**config.mk**
```make
export PLATFORM = sky130hd
export DESIGN_NAME = tucs_top
export DESIGN_NICKNAME = d
export VERILOG_FILES = /design/src/core/tucs_pkg.sv /design/src/core/tucs_fifo.sv /design/src/core/tucs_top.sv
export SDC_FILE = /design/constraint.sdc
export NUM_CORES = 1
export LEC_CHECK = 0
export BUFFER_PORTS_ARGS = -buffer_cell sky130_fd_sc_hd__buf_4
export CAP_MARGIN = 5
export CORE_MARGIN = 3
export CORE_UTILIZATION = 52
export DETAILED_ROUTE_END_ITERATION = 16
export HOLD_SLACK_MARGIN = 0.15
export PLACE_DENSITY = 0.76
export SKIP_CTS_REPAIR_TIMING = 1
export SLEW_MARGIN = 20
export SYNTH_ARGS = -nofsm -noshare
export SYNTH_HDL_FRONTEND = slang
export SYNTH_SLANG_ARGS = --single-unit
```
**constraint.sdc**
```tcl
create_clock -name clk_sys -period 3.1 [get_ports clk_sys]
set_clock_uncertainty 0.2 [all_clocks]
set_input_delay 0.155 -clock clk_sys [delete_from_list [all_inputs] [get_ports clk_sys]]
set_output_delay 0.155 -clock clk_sys [all_outputs]
set_load 0.01 [all_outputs]
```
**src/core/tucs_pkg.sv**
```systemverilog
package tucs_pkg;

    localparam int TUCS_DATA_W    = 9;
    localparam int TUCS_FIFO_D    = 4;
    localparam int TUCS_STRB_CYC  = 2;
    localparam logic TUCS_RST_BIT = 1'b0;

    // Reset values
    localparam logic [8:0] TUCS_DATA_RST = 9'h000;
    localparam logic [1:0] TUCS_CNT_RST  = 2'h0;

    // Register map of the plain port
    localparam logic [3:0] TUCS_A_CTRL   = 4'h0;
    localparam logic [3:0] TUCS_A_STATUS = 4'h1;
    localparam logic [3:0] TUCS_A_CONFIG = 4'h2;

    // Control register bit positions
    localparam int TUCS_C_WARM   = 0;
    localparam int TUCS_C_UNLOAD = 1;
    localparam int TUCS_C_LOWSPD = 2;

    // Config register bit positions
    localparam int TUCS_G_NINE   = 0;
    localparam int TUCS_G_PE     = 1;
    localparam int TUCS_G_DUAL   = 2;

    typedef enum logic [1:0] {
        TUCS_RD_IDLE  = 2'b00,
        TUCS_RD_STRB  = 2'b01,
        TUCS_RD_HOLD  = 2'b11
    } tucs_rd_e;

    typedef struct packed {
        logic [3:0]  addr;
        logic [15:0] wdata;
        logic        wr;
        logic        rd;
    } tucs_bus_s;

    typedef struct packed {
        logic       parity;
        logic [7:0] data;
    } tucs_word_s;

endpackage

```
**src/core/tucs_fifo.sv**
```systemverilog
`timescale 1ns/1ps
`default_nettype none
module tucs_fifo #(
    parameter int W = 9,
    parameter int D = 4
) (
    input  wire logic         clk_sys,
    input  wire logic         rst_n,
    input  wire logic         in_valid,
    output logic              in_ready,
    input  wire logic [W-1:0] in_data,
    output logic              out_valid,
    input  wire logic         out_ready,
    output logic [W-1:0]      out_data
);
    localparam int AW = $clog2(D);
    logic [W-1:0] mem_reg [D];
    logic [AW-1:0] wp_reg;
    logic [AW-1:0] rp_reg;
    logic [AW:0]   cnt_reg;
    logic          push;
    logic          pop;

    assign in_ready  = (cnt_reg != (AW+1)'(D));
    assign out_valid = (cnt_reg != '0);
    assign push      = in_valid && in_ready;
    assign pop       = out_valid && out_ready;
    assign out_data  = mem_reg[rp_reg];

    always_ff @(posedge clk_sys or negedge rst_n) begin
        if (!rst_n) begin
            wp_reg  <= '0;
            rp_reg  <= '0;
            cnt_reg <= '0;
        end else begin
            if (push) begin
                wp_reg <= (wp_reg == AW'(D-1)) ? '0 : wp_reg + 1'b1;
            end
            if (pop) begin
                rp_reg <= (rp_reg == AW'(D-1)) ? '0 : rp_reg + 1'b1;
            end
            cnt_reg <= cnt_reg + (AW+1)'(push) - (AW+1)'(pop);
        end
    end

    always_ff @(posedge clk_sys) begin
        if (push) begin
            mem_reg[wp_reg] <= in_data;
        end
    end
endmodule // tucs_fifo
`default_nettype wire

```
**src/core/tucs_top.sv**
```systemverilog
// What this block does
// - Low speed select low runs lower speed
// - Write-arm flop set starts a write
// - Path complete when neither tape marker asserted
// - Unload flop asserted throughout unload sequence
// - Vacuum unload: unload flop and interlock open
// - Write permit follows lockout switch, drives protect
// - Write enable needs write-arm and tape motion
// - Track-count line asserted while selected
// - Write data held in register driving head
// - PE read data passed straight through
// - NRZI read data buffered with strobe
// - Select asserted when unit is addressed
// - Power clear resets unload and load flops
`timescale 1ns/1ps
`default_nettype none
module tucs_top (
    input  wire logic               clk_sys,
    input  wire logic               rst_n,
    // Register port
    input  wire logic [3:0]         reg_addr,
    input  wire logic [15:0]        reg_wdata,
    input  wire logic               reg_wr,
    input  wire logic               reg_rd,
    output logic [15:0]             reg_rdata,
    // Tape unit state
    input  wire logic               unit_addressed,
    input  wire logic               tape_start_marker,
    input  wire logic               tape_end_marker,
    input  wire logic               interlock_closed,
    input  wire logic               write_lockout_closed,
    input  wire logic               tape_motion,
    input  wire logic               load_fault,
    input  wire logic               load_start,
    input  wire logic               unload_done,
    // Write path
    input  wire tucs_pkg::tucs_word_s write_word,
    output tucs_pkg::tucs_word_s    write_head,
    // Read path
    input  wire tucs_pkg::tucs_word_s read_detect,
    input  wire logic               read_detect_valid,
    output tucs_pkg::tucs_word_s    read_word,
    output logic                    read_strobe,
    // Status lines
    output logic                    select_ind,
    output logic                    low_speed_select_n,
    output logic                    tape_path_complete,
    output logic                    unload_flop,
    output logic                    first_load_flop,
    output logic                    vacuum_unload_start,
    output logic                    write_permit,
    output logic                    file_protect_ind,
    output logic                    write_arm_flop,
    output logic                    write_electronics_enable,
    output logic                    seven_track_indicator,
    output logic                    nine_track_indicator,
    output logic                    read_overrun
);
    import tucs_pkg::*;

    logic [2:0]  cfg_reg;
    logic        lowspd_reg;
    logic        warm_reg;
    logic        unl_reg;
    logic        lda_reg;
    logic        por_done_reg;
    logic        ovr_reg;
    tucs_word_s  whead_reg;
    tucs_word_s  rword_reg;
    tucs_rd_e    rd_state_reg;
    tucs_rd_e    rd_state_next;
    logic [1:0]  strb_cnt_reg;
    logic [15:0] rdata_reg;
    logic        path_ok;
    logic        ctrl_wr;
    logic        f_out_valid;
    logic        f_out_ready;
    logic        f_in_ready;
    logic [TUCS_DATA_W-1:0] f_out_data;

    assign ctrl_wr = reg_wr && (reg_addr == TUCS_A_CTRL);
    assign path_ok = !tape_start_marker && !tape_end_marker;

    // Configuration register
    always_ff @(posedge clk_sys or negedge rst_n) begin
        if (!rst_n) begin
            cfg_reg <= 3'h0;
        end else if (reg_wr && (reg_addr == TUCS_A_CONFIG)) begin
            cfg_reg <= reg_wdata[2:0];
        end
    end

    // Speed selection
    always_ff @(posedge clk_sys or negedge rst_n) begin
        if (!rst_n) begin
            lowspd_reg <= 1'b0;
        end else if (ctrl_wr) begin
            lowspd_reg <= reg_wdata[TUCS_C_LOWSPD];
        end
    end
    assign low_speed_select_n = !(lowspd_reg && cfg_reg[TUCS_G_DUAL]);

    // Write-arm flop
    always_ff @(posedge clk_sys or negedge rst_n) begin
        if (!rst_n) begin
            warm_reg <= 1'b0;
        end else if (ctrl_wr) begin
            warm_reg <= reg_wdata[TUCS_C_WARM];
        end
    end
    assign write_arm_flop           = warm_reg;
    assign write_electronics_enable = warm_reg && tape_motion;

    // Unload and first load flops, cleared at power-up
    always_ff @(posedge clk_sys or negedge rst_n) begin
        if (!rst_n) begin
            unl_reg      <= 1'b0;
            lda_reg      <= 1'b0;
            por_done_reg <= 1'b0;
        end else begin
            por_done_reg <= 1'b1;
            if (!por_done_reg && !path_ok && load_fault) begin
                unl_reg <= 1'b0;
                lda_reg <= 1'b0;
            end else begin
                if (ctrl_wr && reg_wdata[TUCS_C_UNLOAD]) begin
                    unl_reg <= 1'b1;
                end else if (unload_done) begin
                    unl_reg <= 1'b0;
                end
                if (load_start && !unl_reg) begin
                    lda_reg <= 1'b1;
                end else if (unl_reg || path_ok) begin
                    lda_reg <= 1'b0;
                end
            end
        end
    end
    assign unload_flop         = unl_reg;
    assign first_load_flop     = lda_reg;
    assign vacuum_unload_start = unl_reg && !interlock_closed;

    assign tape_path_complete = path_ok;
    assign write_permit       = write_lockout_closed;
    assign file_protect_ind   = !write_lockout_closed;

    assign select_ind            = unit_addressed;
    assign seven_track_indicator = unit_addressed && !cfg_reg[TUCS_G_NINE];
    assign nine_track_indicator  = unit_addressed && cfg_reg[TUCS_G_NINE];

    // Write holding register
    always_ff @(posedge clk_sys or negedge rst_n) begin
        if (!rst_n) begin
            whead_reg <= TUCS_DATA_RST;
        end else if (write_electronics_enable) begin
            whead_reg <= write_word;
        end
    end
    assign write_head = whead_reg;

    // NRZI read buffer
    tucs_fifo #(
        .W (TUCS_DATA_W),
        .D (TUCS_FIFO_D)
    ) u_fifo (
        .clk_sys   (clk_sys),
        .rst_n     (rst_n),
        .in_valid  (read_detect_valid && !cfg_reg[TUCS_G_PE]),
        .in_ready  (f_in_ready),
        .in_data   (read_detect),
        .out_valid (f_out_valid),
        .out_ready (f_out_ready),
        .out_data  (f_out_data)
    );
    assign f_out_ready = (rd_state_reg == TUCS_RD_IDLE);

    // Lost read characters when buffer is full
    always_ff @(posedge clk_sys or negedge rst_n) begin
        if (!rst_n) begin
            ovr_reg <= 1'b0;
        end else if (read_detect_valid && !cfg_reg[TUCS_G_PE] && !f_in_ready) begin
            ovr_reg <= 1'b1;
        end else if (reg_rd && (reg_addr == TUCS_A_STATUS)) begin
            ovr_reg <= 1'b0;
        end
    end
    assign read_overrun = ovr_reg;

    // Strobe sequencer
    always_comb begin
        rd_state_next = rd_state_reg;
        case (rd_state_reg)
            TUCS_RD_IDLE: begin
                if (f_out_valid) begin
                    rd_state_next = TUCS_RD_STRB;
                end
            end
            TUCS_RD_STRB: begin
                rd_state_next = TUCS_RD_HOLD;
            end
            TUCS_RD_HOLD: begin
                if (strb_cnt_reg == 2'(TUCS_STRB_CYC - 1)) begin
                    rd_state_next = TUCS_RD_IDLE;
                end
            end
            default: begin
                rd_state_next = TUCS_RD_IDLE;
            end
        endcase
    end

    always_ff @(posedge clk_sys or negedge rst_n) begin
        if (!rst_n) begin
            rd_state_reg <= TUCS_RD_IDLE;
            strb_cnt_reg <= TUCS_CNT_RST;
        end else begin
            rd_state_reg <= rd_state_next;
            strb_cnt_reg <= (rd_state_reg == TUCS_RD_HOLD) ? strb_cnt_reg + 2'h1
                                                           : TUCS_CNT_RST;
        end
    end

    // Read output word
    always_ff @(posedge clk_sys or negedge rst_n) begin
        if (!rst_n) begin
            rword_reg <= TUCS_DATA_RST;
        end else if (cfg_reg[TUCS_G_PE]) begin
            rword_reg <= read_detect;
        end else if (f_out_valid && f_out_ready) begin
            rword_reg <= f_out_data;
        end
    end
    assign read_word   = cfg_reg[TUCS_G_PE] ? read_detect : rword_reg;
    assign read_strobe = (rd_state_reg == TUCS_RD_STRB) && !cfg_reg[TUCS_G_PE];

    // Register read data
    always_ff @(posedge clk_sys or negedge rst_n) begin
        if (!rst_n) begin
            rdata_reg <= 16'h0000;
        end else if (reg_rd) begin
            case (reg_addr)
                TUCS_A_CTRL:   rdata_reg <= {13'h0000, lowspd_reg, unl_reg, warm_reg};
                TUCS_A_STATUS: rdata_reg <= {8'h00, ovr_reg, lda_reg, tape_motion,
                                             write_permit, write_electronics_enable,
                                             vacuum_unload_start, path_ok, select_ind};
                TUCS_A_CONFIG: rdata_reg <= {13'h0000, cfg_reg};
                default:       rdata_reg <= 16'h0000;
            endcase
        end else begin
            rdata_reg <= 16'h0000;
        end
    end
    assign reg_rdata = rdata_reg;
endmodule // tucs_top
`default_nettype wire

```
# After elaboration in Yosys (flattened, before gate mapping)

Memories as Yosys holds them, arrays and structs flattened.
Index checks and enable logic that the tools add are counted.

Bits in registers: 54
Bits in writable memories: 36
Input bits: 52
Output and inout port bits: 48
Word-level logic and storage cells: 92
Memories kept: 1

Memory list:

| memory         | depth | bits a word | read ports | clocked after Yosys merged registers in | wr ports | line            | text |
|---|---|---|---|---|---|---|---|
| u_fifo.mem_reg | 4     | 9           | 1          | 0                                       | 1        | tucs_fifo.sv:17 | `logic [W-1:0] mem_reg [D];` |

Add/sub/neg operators: 5
Equality and inequality tests: 10
Multiplexer cells: 21
Reductions and logical operators: 38

Operators with widths:

| cell                                                  | count |
|---|---|
| 2-to-1 mux 9 bit                                      | 3 |
| one-hot mux 8 bit (3 select lines)                    | 1 |
| logical AND 1 bit                                     | 18 |
| 2-to-1 mux 16 bit                                     | 1 |
| logical NOT 1 bit                                     | 11 |
| 2-to-1 mux 1 bit                                      | 10 |
| 2-to-1 mux 2 bit                                      | 5 |
| nonzero test 3 bit                                    | 3 |
| adder 2 x 1 -> 2 bit, second input constant           | 3 |
| equality test 2 bit, second input constant            | 3 |
| one-hot mux 2 bit (3 select lines)                    | 1 |
| equality test 2 x 1 -> 1 bit, second input constant   | 2 |
| equality test 4 x 1 -> 1 bit, second input constant   | 1 |
| equality test 4 x 2 -> 1 bit, second input constant   | 1 |
| logical NOT 4 bit                                     | 1 |
| nonzero test 2 bit                                    | 2 |
| adder 3 x 1 -> 3 bit                                  | 1 |
| inequality test 3 bit, second input constant          | 1 |
| subtractor 3 x 1 -> 3 bit                             | 1 |
| logical NOT 2 bit                                     | 1 |
| inequality test 2 x 1 -> 1 bit, second input constant | 1 |
| inequality test 2 bit, second input constant          | 1 |
| AND reduction 2 bit                                   | 1 |
| logical OR 1 bit                                      | 1 |

# Depth between registers and ports, before layout

Depth after elaboration: 6
Depth in mapped cells: 9
Depth with buffers taken out: 8

# Cells and area by module

From an unflattened synthesis, not the netlist that was laid out.

Cells, all modules: 257
Area, all modules: 3643.5 sq um

Modules (own cells, without submodules):

| module    | instances | cells each | area an instance (sq um) | sequential area each (sq um) |
|---|---|---|---|---|
| tucs_top  | 1         | 172        | 1903.1                   | 975.9 |
| tucs_fifo | 1         | 85         | 1740.4                   | 1256.2 |

# Worst setup path after synthesis

No wires, ideal clock.

Path kind: flip-flop to flip-flop
From: register rd_state_reg[0]
To: register u_fifo.cnt_reg[2]
Setup time: 126 ps
Data arrival time: 1878 ps
Required time: 2774 ps
Path slack: 896 ps
Stages on the path, launching flop included: 10
Path buffers: 1
Period minus slack after synthesis: 2204 ps
Cell sequence: dfrtp_1 > or2_1 > buf_2 > nor2_2 > ha_1 > inv_1 > ha_1 > fa_1 > xor2_1 > xnor2_1

Longest elaborated chain between the ends: 3

Ends and longest elaborated chain:

| element                   | line            | text |
|---|---|---|
| start, declared           | tucs_top.sv:70  | `tucs_rd_e rd_state_reg;` |
| start signal, assigned    | tucs_top.sv:217 | `rd_state_reg <= rd_state_next;` |
| logical NOT 2 bit         | tucs_top.sv:175 | `assign f_out_ready = (rd_state_reg == TUCS_RD_IDLE);` |
| logical AND 1 bit         | tucs_fifo.sv:27 | `assign pop = out_valid && out_ready;` |
| via u_fifo.pop            | tucs_fifo.sv:22 | `logic pop;` |
| subtractor 3 x 1 -> 3 bit | tucs_fifo.sv:42 | `cnt_reg <= cnt_reg + (AW+1)'(push) - (AW+1)'(pop);` |
| end signal, assigned      | tucs_fifo.sv:42 |  |
| end, declared             | tucs_fifo.sv:20 | `logic [AW:0] cnt_reg;` |

The timed path passes the listed nets, and every way through them passes these cells.
A chain may end at the register's enable or synchronous reset.

# Final worst setup path

From: input reg_addr[1]
To: register rdata_reg[1], in the netlist reg_rdata[1]

Longest elaborated chain between the ends: 3
Elaborated cells on any way between the ends: 5
Those cells by class: 2 x eq/ne; 2 x mux; 1 x reduce/logical

Ends and longest elaborated chain:

| element                                              | line            | text |
|---|---|---|
| start, declared                                      | tucs_top.sv:21  | `input wire logic [3:0] reg_addr,` |
| equality test 4 x 2 -> 1 bit (tied with other cells) | tucs_top.sv:241 | `case (reg_addr)` |
| one-hot mux 8 bit (3 select lines) (*)               | tucs_top.sv:241 |  |
| 2-to-1 mux 16 bit (*)                                | tucs_top.sv:240 | `end else if (reg_rd) begin` |
| end signal, assigned                                 | tucs_top.sv:242 | `TUCS_A_CTRL: rdata_reg <= {13'h0000, lowspd_reg, unl_reg, warm_reg};` |
| end signal, assigned                                 | tucs_top.sv:243 | `TUCS_A_STATUS: rdata_reg <= {8'h00, ovr_reg, lda_reg, tape_motion,` |
| end signal, assigned                                 | tucs_top.sv:246 | `TUCS_A_CONFIG: rdata_reg <= {13'h0000, cfg_reg};` |
| end, declared                                        | tucs_top.sv:73  | `logic [15:0] rdata_reg;` |

Every way passes the cells marked *; elsewhere a longest branch is shown, timed or not.

==> flow_metrics.env <==
export IMPL_rr_worst_depth=6
export IMPL_min_path_cells=3
export IMPL_muxShareOfSynthArea=0.150
export IMPL_power_mw=3.66
export IMPL_via_per_inst=5.31
export IMPL_finalHoldViolCount=0
export IMPL_holdPathEnd="first_load_flop"
export IMPL_syn_area_mm2=0.00360
export IMPL_rows=29
export IMPL_grt_max_degree=47
export IMPL_finalWorstSetupSlack_ns=0.327
export IMPL_netlist_instances=255
export IMPL_drive_gt1_frac=0.344
export IMPL_cp_startpoint="reg_addr[1]"
export IMPL_synth_area_top_cells="dfrtp_1 (32%), edfxtp_1 (30%), mux2_2 (7.5%)"
export IMPL_crit_arrival_ns=2.86
export IMPL_regArea_mm2=0.00223
export IMPL_status="complete, no violations"
export IMPL_fin_crit_ns=2.77
export IMPL_met3_usage=0.0544
export IMPL_period_share=0.894
export IMPL_ant_nets=0
export IMPL_synth_top_cell_area_share=0.320
export IMPL_finalInstanceArea_mm2=0.00486
export IMPL_port_buffers=78
export IMPL_wl_um=8290
export IMPL_synthArstFlopShare=0.561
export IMPL_synthAdderAreaFrac=0.0334
export IMPL_hold_class="input port to flop"
export IMPL_grt_pass1_vias=2216
export IMPL_critPathRequiredTime_ns=3.19
export IMPL_syn_area_per_cell_um2=14.1
export IMPL_hold_ws_ns=0.0543
export IMPL_post_place_cells=399
export IMPL_grt_pass1_wl_um=11000
export IMPL_final_util=0.745
export IMPL_synth_top_area_cell="dfrtp_1"
export IMPL_h_tree_depth=3
export IMPL_die_w_um=89.2
export IMPL_dp_worst_setup_slack_ns=0.714
export IMPL_root_buffer="clkbuf_8"
export IMPL_route_detailed_drc=0
export IMPL_track_usage=0.191
export IMPL_grt_remaining_overflow=0
export IMPL_max_slew_margin=0.561
export IMPL_largest_reg_flops=36
export IMPL_ys_types=46
export IMPL_rsz0062_at_grt="no"
export IMPL_syn_to_final_growth_pct=35.1
export IMPL_cts_sinks=82
export IMPL_finalNetCount=440
export IMPL_place_area_mm2=0.00419
export IMPL_drv_cap=0
export IMPL_fill_cells=405
export IMPL_setup_viol=0
export IMPL_r2r_start="cfg_reg[1]"
export IMPL_power_density_mw_per_mm2=753
export IMPL_first_pass_iters=4
export IMPL_tritoncts="done"
export IMPL_grt_util_met1=0.263
export IMPL_die_h_um=89.2
export IMPL_ys_seq_area_frac=0.620
export IMPL_gp_congestion=0.798
export IMPL_worstSkewPairLatency_ns=0.35
export IMPL_synth_top_family_by_area="multiplexers"
export IMPL_antenna_found_initial=0
export IMPL_wl_per_cell_um=18.0
export IMPL_synth_seq_cells=82
export IMPL_r2r_slack_ns=0.50
export IMPL_p_leak_nw=2.08
export IMPL_cts_buffers=9
export IMPL_drv_slew=0
export IMPL_end_kind="flop"
export IMPL_synth_xor_area_frac=0.00487
export IMPL_cp_start_kind="input port"
export IMPL_core_mm2=0.00653
export IMPL_grt_busiest_layer="met2"
export IMPL_dieArea_mm2=0.00796
export IMPL_num_antenna_cells=0
export IMPL_synth_main_ff_cell="dfrtp_1"
export IMPL_yosys_warnings=0
export IMPL_path_clk_slew_ns=0.08
export IMPL_multi_input_area_mm2=0.00122
export IMPL_reg2reg_to="reg_rdata[1]"
export IMPL_vias=2446
export IMPL_synth_compound_area_frac=0.0483
export IMPL_drt_iter0_markers=164
export IMPL_irDropWorstVdd_uv=415
export IMPL_fin_tns_setup_ns=0
export IMPL_max_freq_mhz=361
export IMPL_worst_slew_pin_transition_ns=0.658
export IMPL_stdcell_count=461
export IMPL_worstHoldStart="load_fault"
export IMPL_cts_buffer_depth=2
export IMPL_io_pins=100
export IMPL_met2_usage=0.289
export IMPL_synth_simple_area_share=0.0925
export IMPL_start_util=0.551
export IMPL_dp_hpwl_um=4880
export IMPL_path_class="input port to flop"
export IMPL_synth_edf_count=36
export IMPL_cp_max_fo=7
[worst max-delay path by stage]
stage / to / cells past startpoint
2_1_floorplan: u_fifo.cnt_reg[2] / 9
3_3_place_gp: u_fifo.cnt_reg[2] / 9
3_5_place_dp: u_fifo.cnt_reg[2] / 9
4_1_cts: u_fifo.cnt_reg[2] / 9
5_1_grt: cfg_reg[2] / 7
6_report: reg_rdata[1] / 7
[routing by layer]
layer / share of wire / up-vias / wire length, um
met3: 0.050 / 13 / 417
li1: - / 1143 / -
met5: 0 / - / 0
met1: 0.40 / 1219 / 3280
met4: 0.019 / 0 / 157
met2: 0.53 / 71 / 4430
[area by class of cell]
class                           count  share of cell area
Inverter                           12             0.00926
Sequential cell                    82               0.459
Clock buffer                       11              0.0270
Timing Repair Buffer              126               0.218
Tap cell                           77              0.0198
Multi-Input combinational cell    148               0.251
Clock inverter                      5              0.0165
[logic make-up after synthesis]
kind of cell	after synthesis
AO/OA/AOI/OAI	28
XOR/XNOR	2
adder cells (fa/ha/maj)	9
buffers and inverters	32
flip-flops	82
multiplexers	39
other	2
AND/OR/NAND/NOR	61
[cells in the final DEF (no fill, tap or decap), types with 2 or more instances in the layout]
| cell type | netlist | routed |
|---|---|---|
| a31oi_1 | 9 | 9 |
| and2_1 | 8 | 8 |
| buf_4 | 10 | 80 |
| bufinv_16 | 0 | 2 |
| clkbuf_1 | 1 | 2 |
| clkbuf_8 | 0 | 9 |
| clkinvlp_4 | 0 | 2 |
| conb_1 | 2 | 9 |
| dfrtp_1 | 46 | 46 |
| dlygate4sd3_1 | 0 | 46 |
| edfxtp_1 | 36 | 36 |
| ha_1 | 8 | 8 |
| inv_1 | 11 | 11 |
| mux2_1 | 3 | 3 |
| mux2_2 | 24 | 24 |
| mux2i_1 | 3 | 3 |
| mux4_2 | 8 | 8 |
| nand2_1 | 4 | 4 |
| nand2b_1 | 3 | 3 |
| nand3_1 | 9 | 9 |
| nor2_1 | 21 | 21 |
| nor2_2 | 2 | 2 |
| nor3_1 | 3 | 3 |
| nor3b_1 | 2 | 2 |
| o21ai_0 | 7 | 7 |
| o21ai_1 | 4 | 4 |
| o32a_1 | 2 | 2 |
[worst max-delay path, stage by stage]
cell and delay [ns]:
dlygate4sd3_1 0.54, buf_4 0.17, nand2b_1 0.28, o32a_1 0.37, dlygate4sd3_1 0.58, nor2_1 0.16, dlygate4sd3_1 0.60
[where the power goes]
group | internal, mW | total, mW | switching, mW
clock network | 0.453 | 0.829 | 0.376
logic | 0.646 | 1.19 | 0.547
registers | 1.42 | 1.64 | 0.220
[cells in the mapped netlist (2+ instances only)]
| cell | n |
|---|---|
| buf_2 | 7 |
| buf_4 | 10 |
| nand2_1 | 4 |
| nor2_1 | 21 |
| conb_1 | 2 |
| nor2_2 | 2 |
| o21ai_1 | 4 |
| nor3b_1 | 2 |
| nor3_1 | 3 |
| a31oi_1 | 9 |
| o32a_1 | 2 |
| ha_1 | 8 |
| mux2_2 | 24 |
| o21ai_0 | 7 |
| edfxtp_1 | 36 |
| and2_1 | 8 |
| mux2_1 | 3 |
| inv_1 | 11 |
| mux4_2 | 8 |
| nand2b_1 | 3 |
| dfrtp_1 | 46 |
| mux2i_1 | 3 |
| nand3_1 | 9 |
Power figures use the tool's default switching activity.
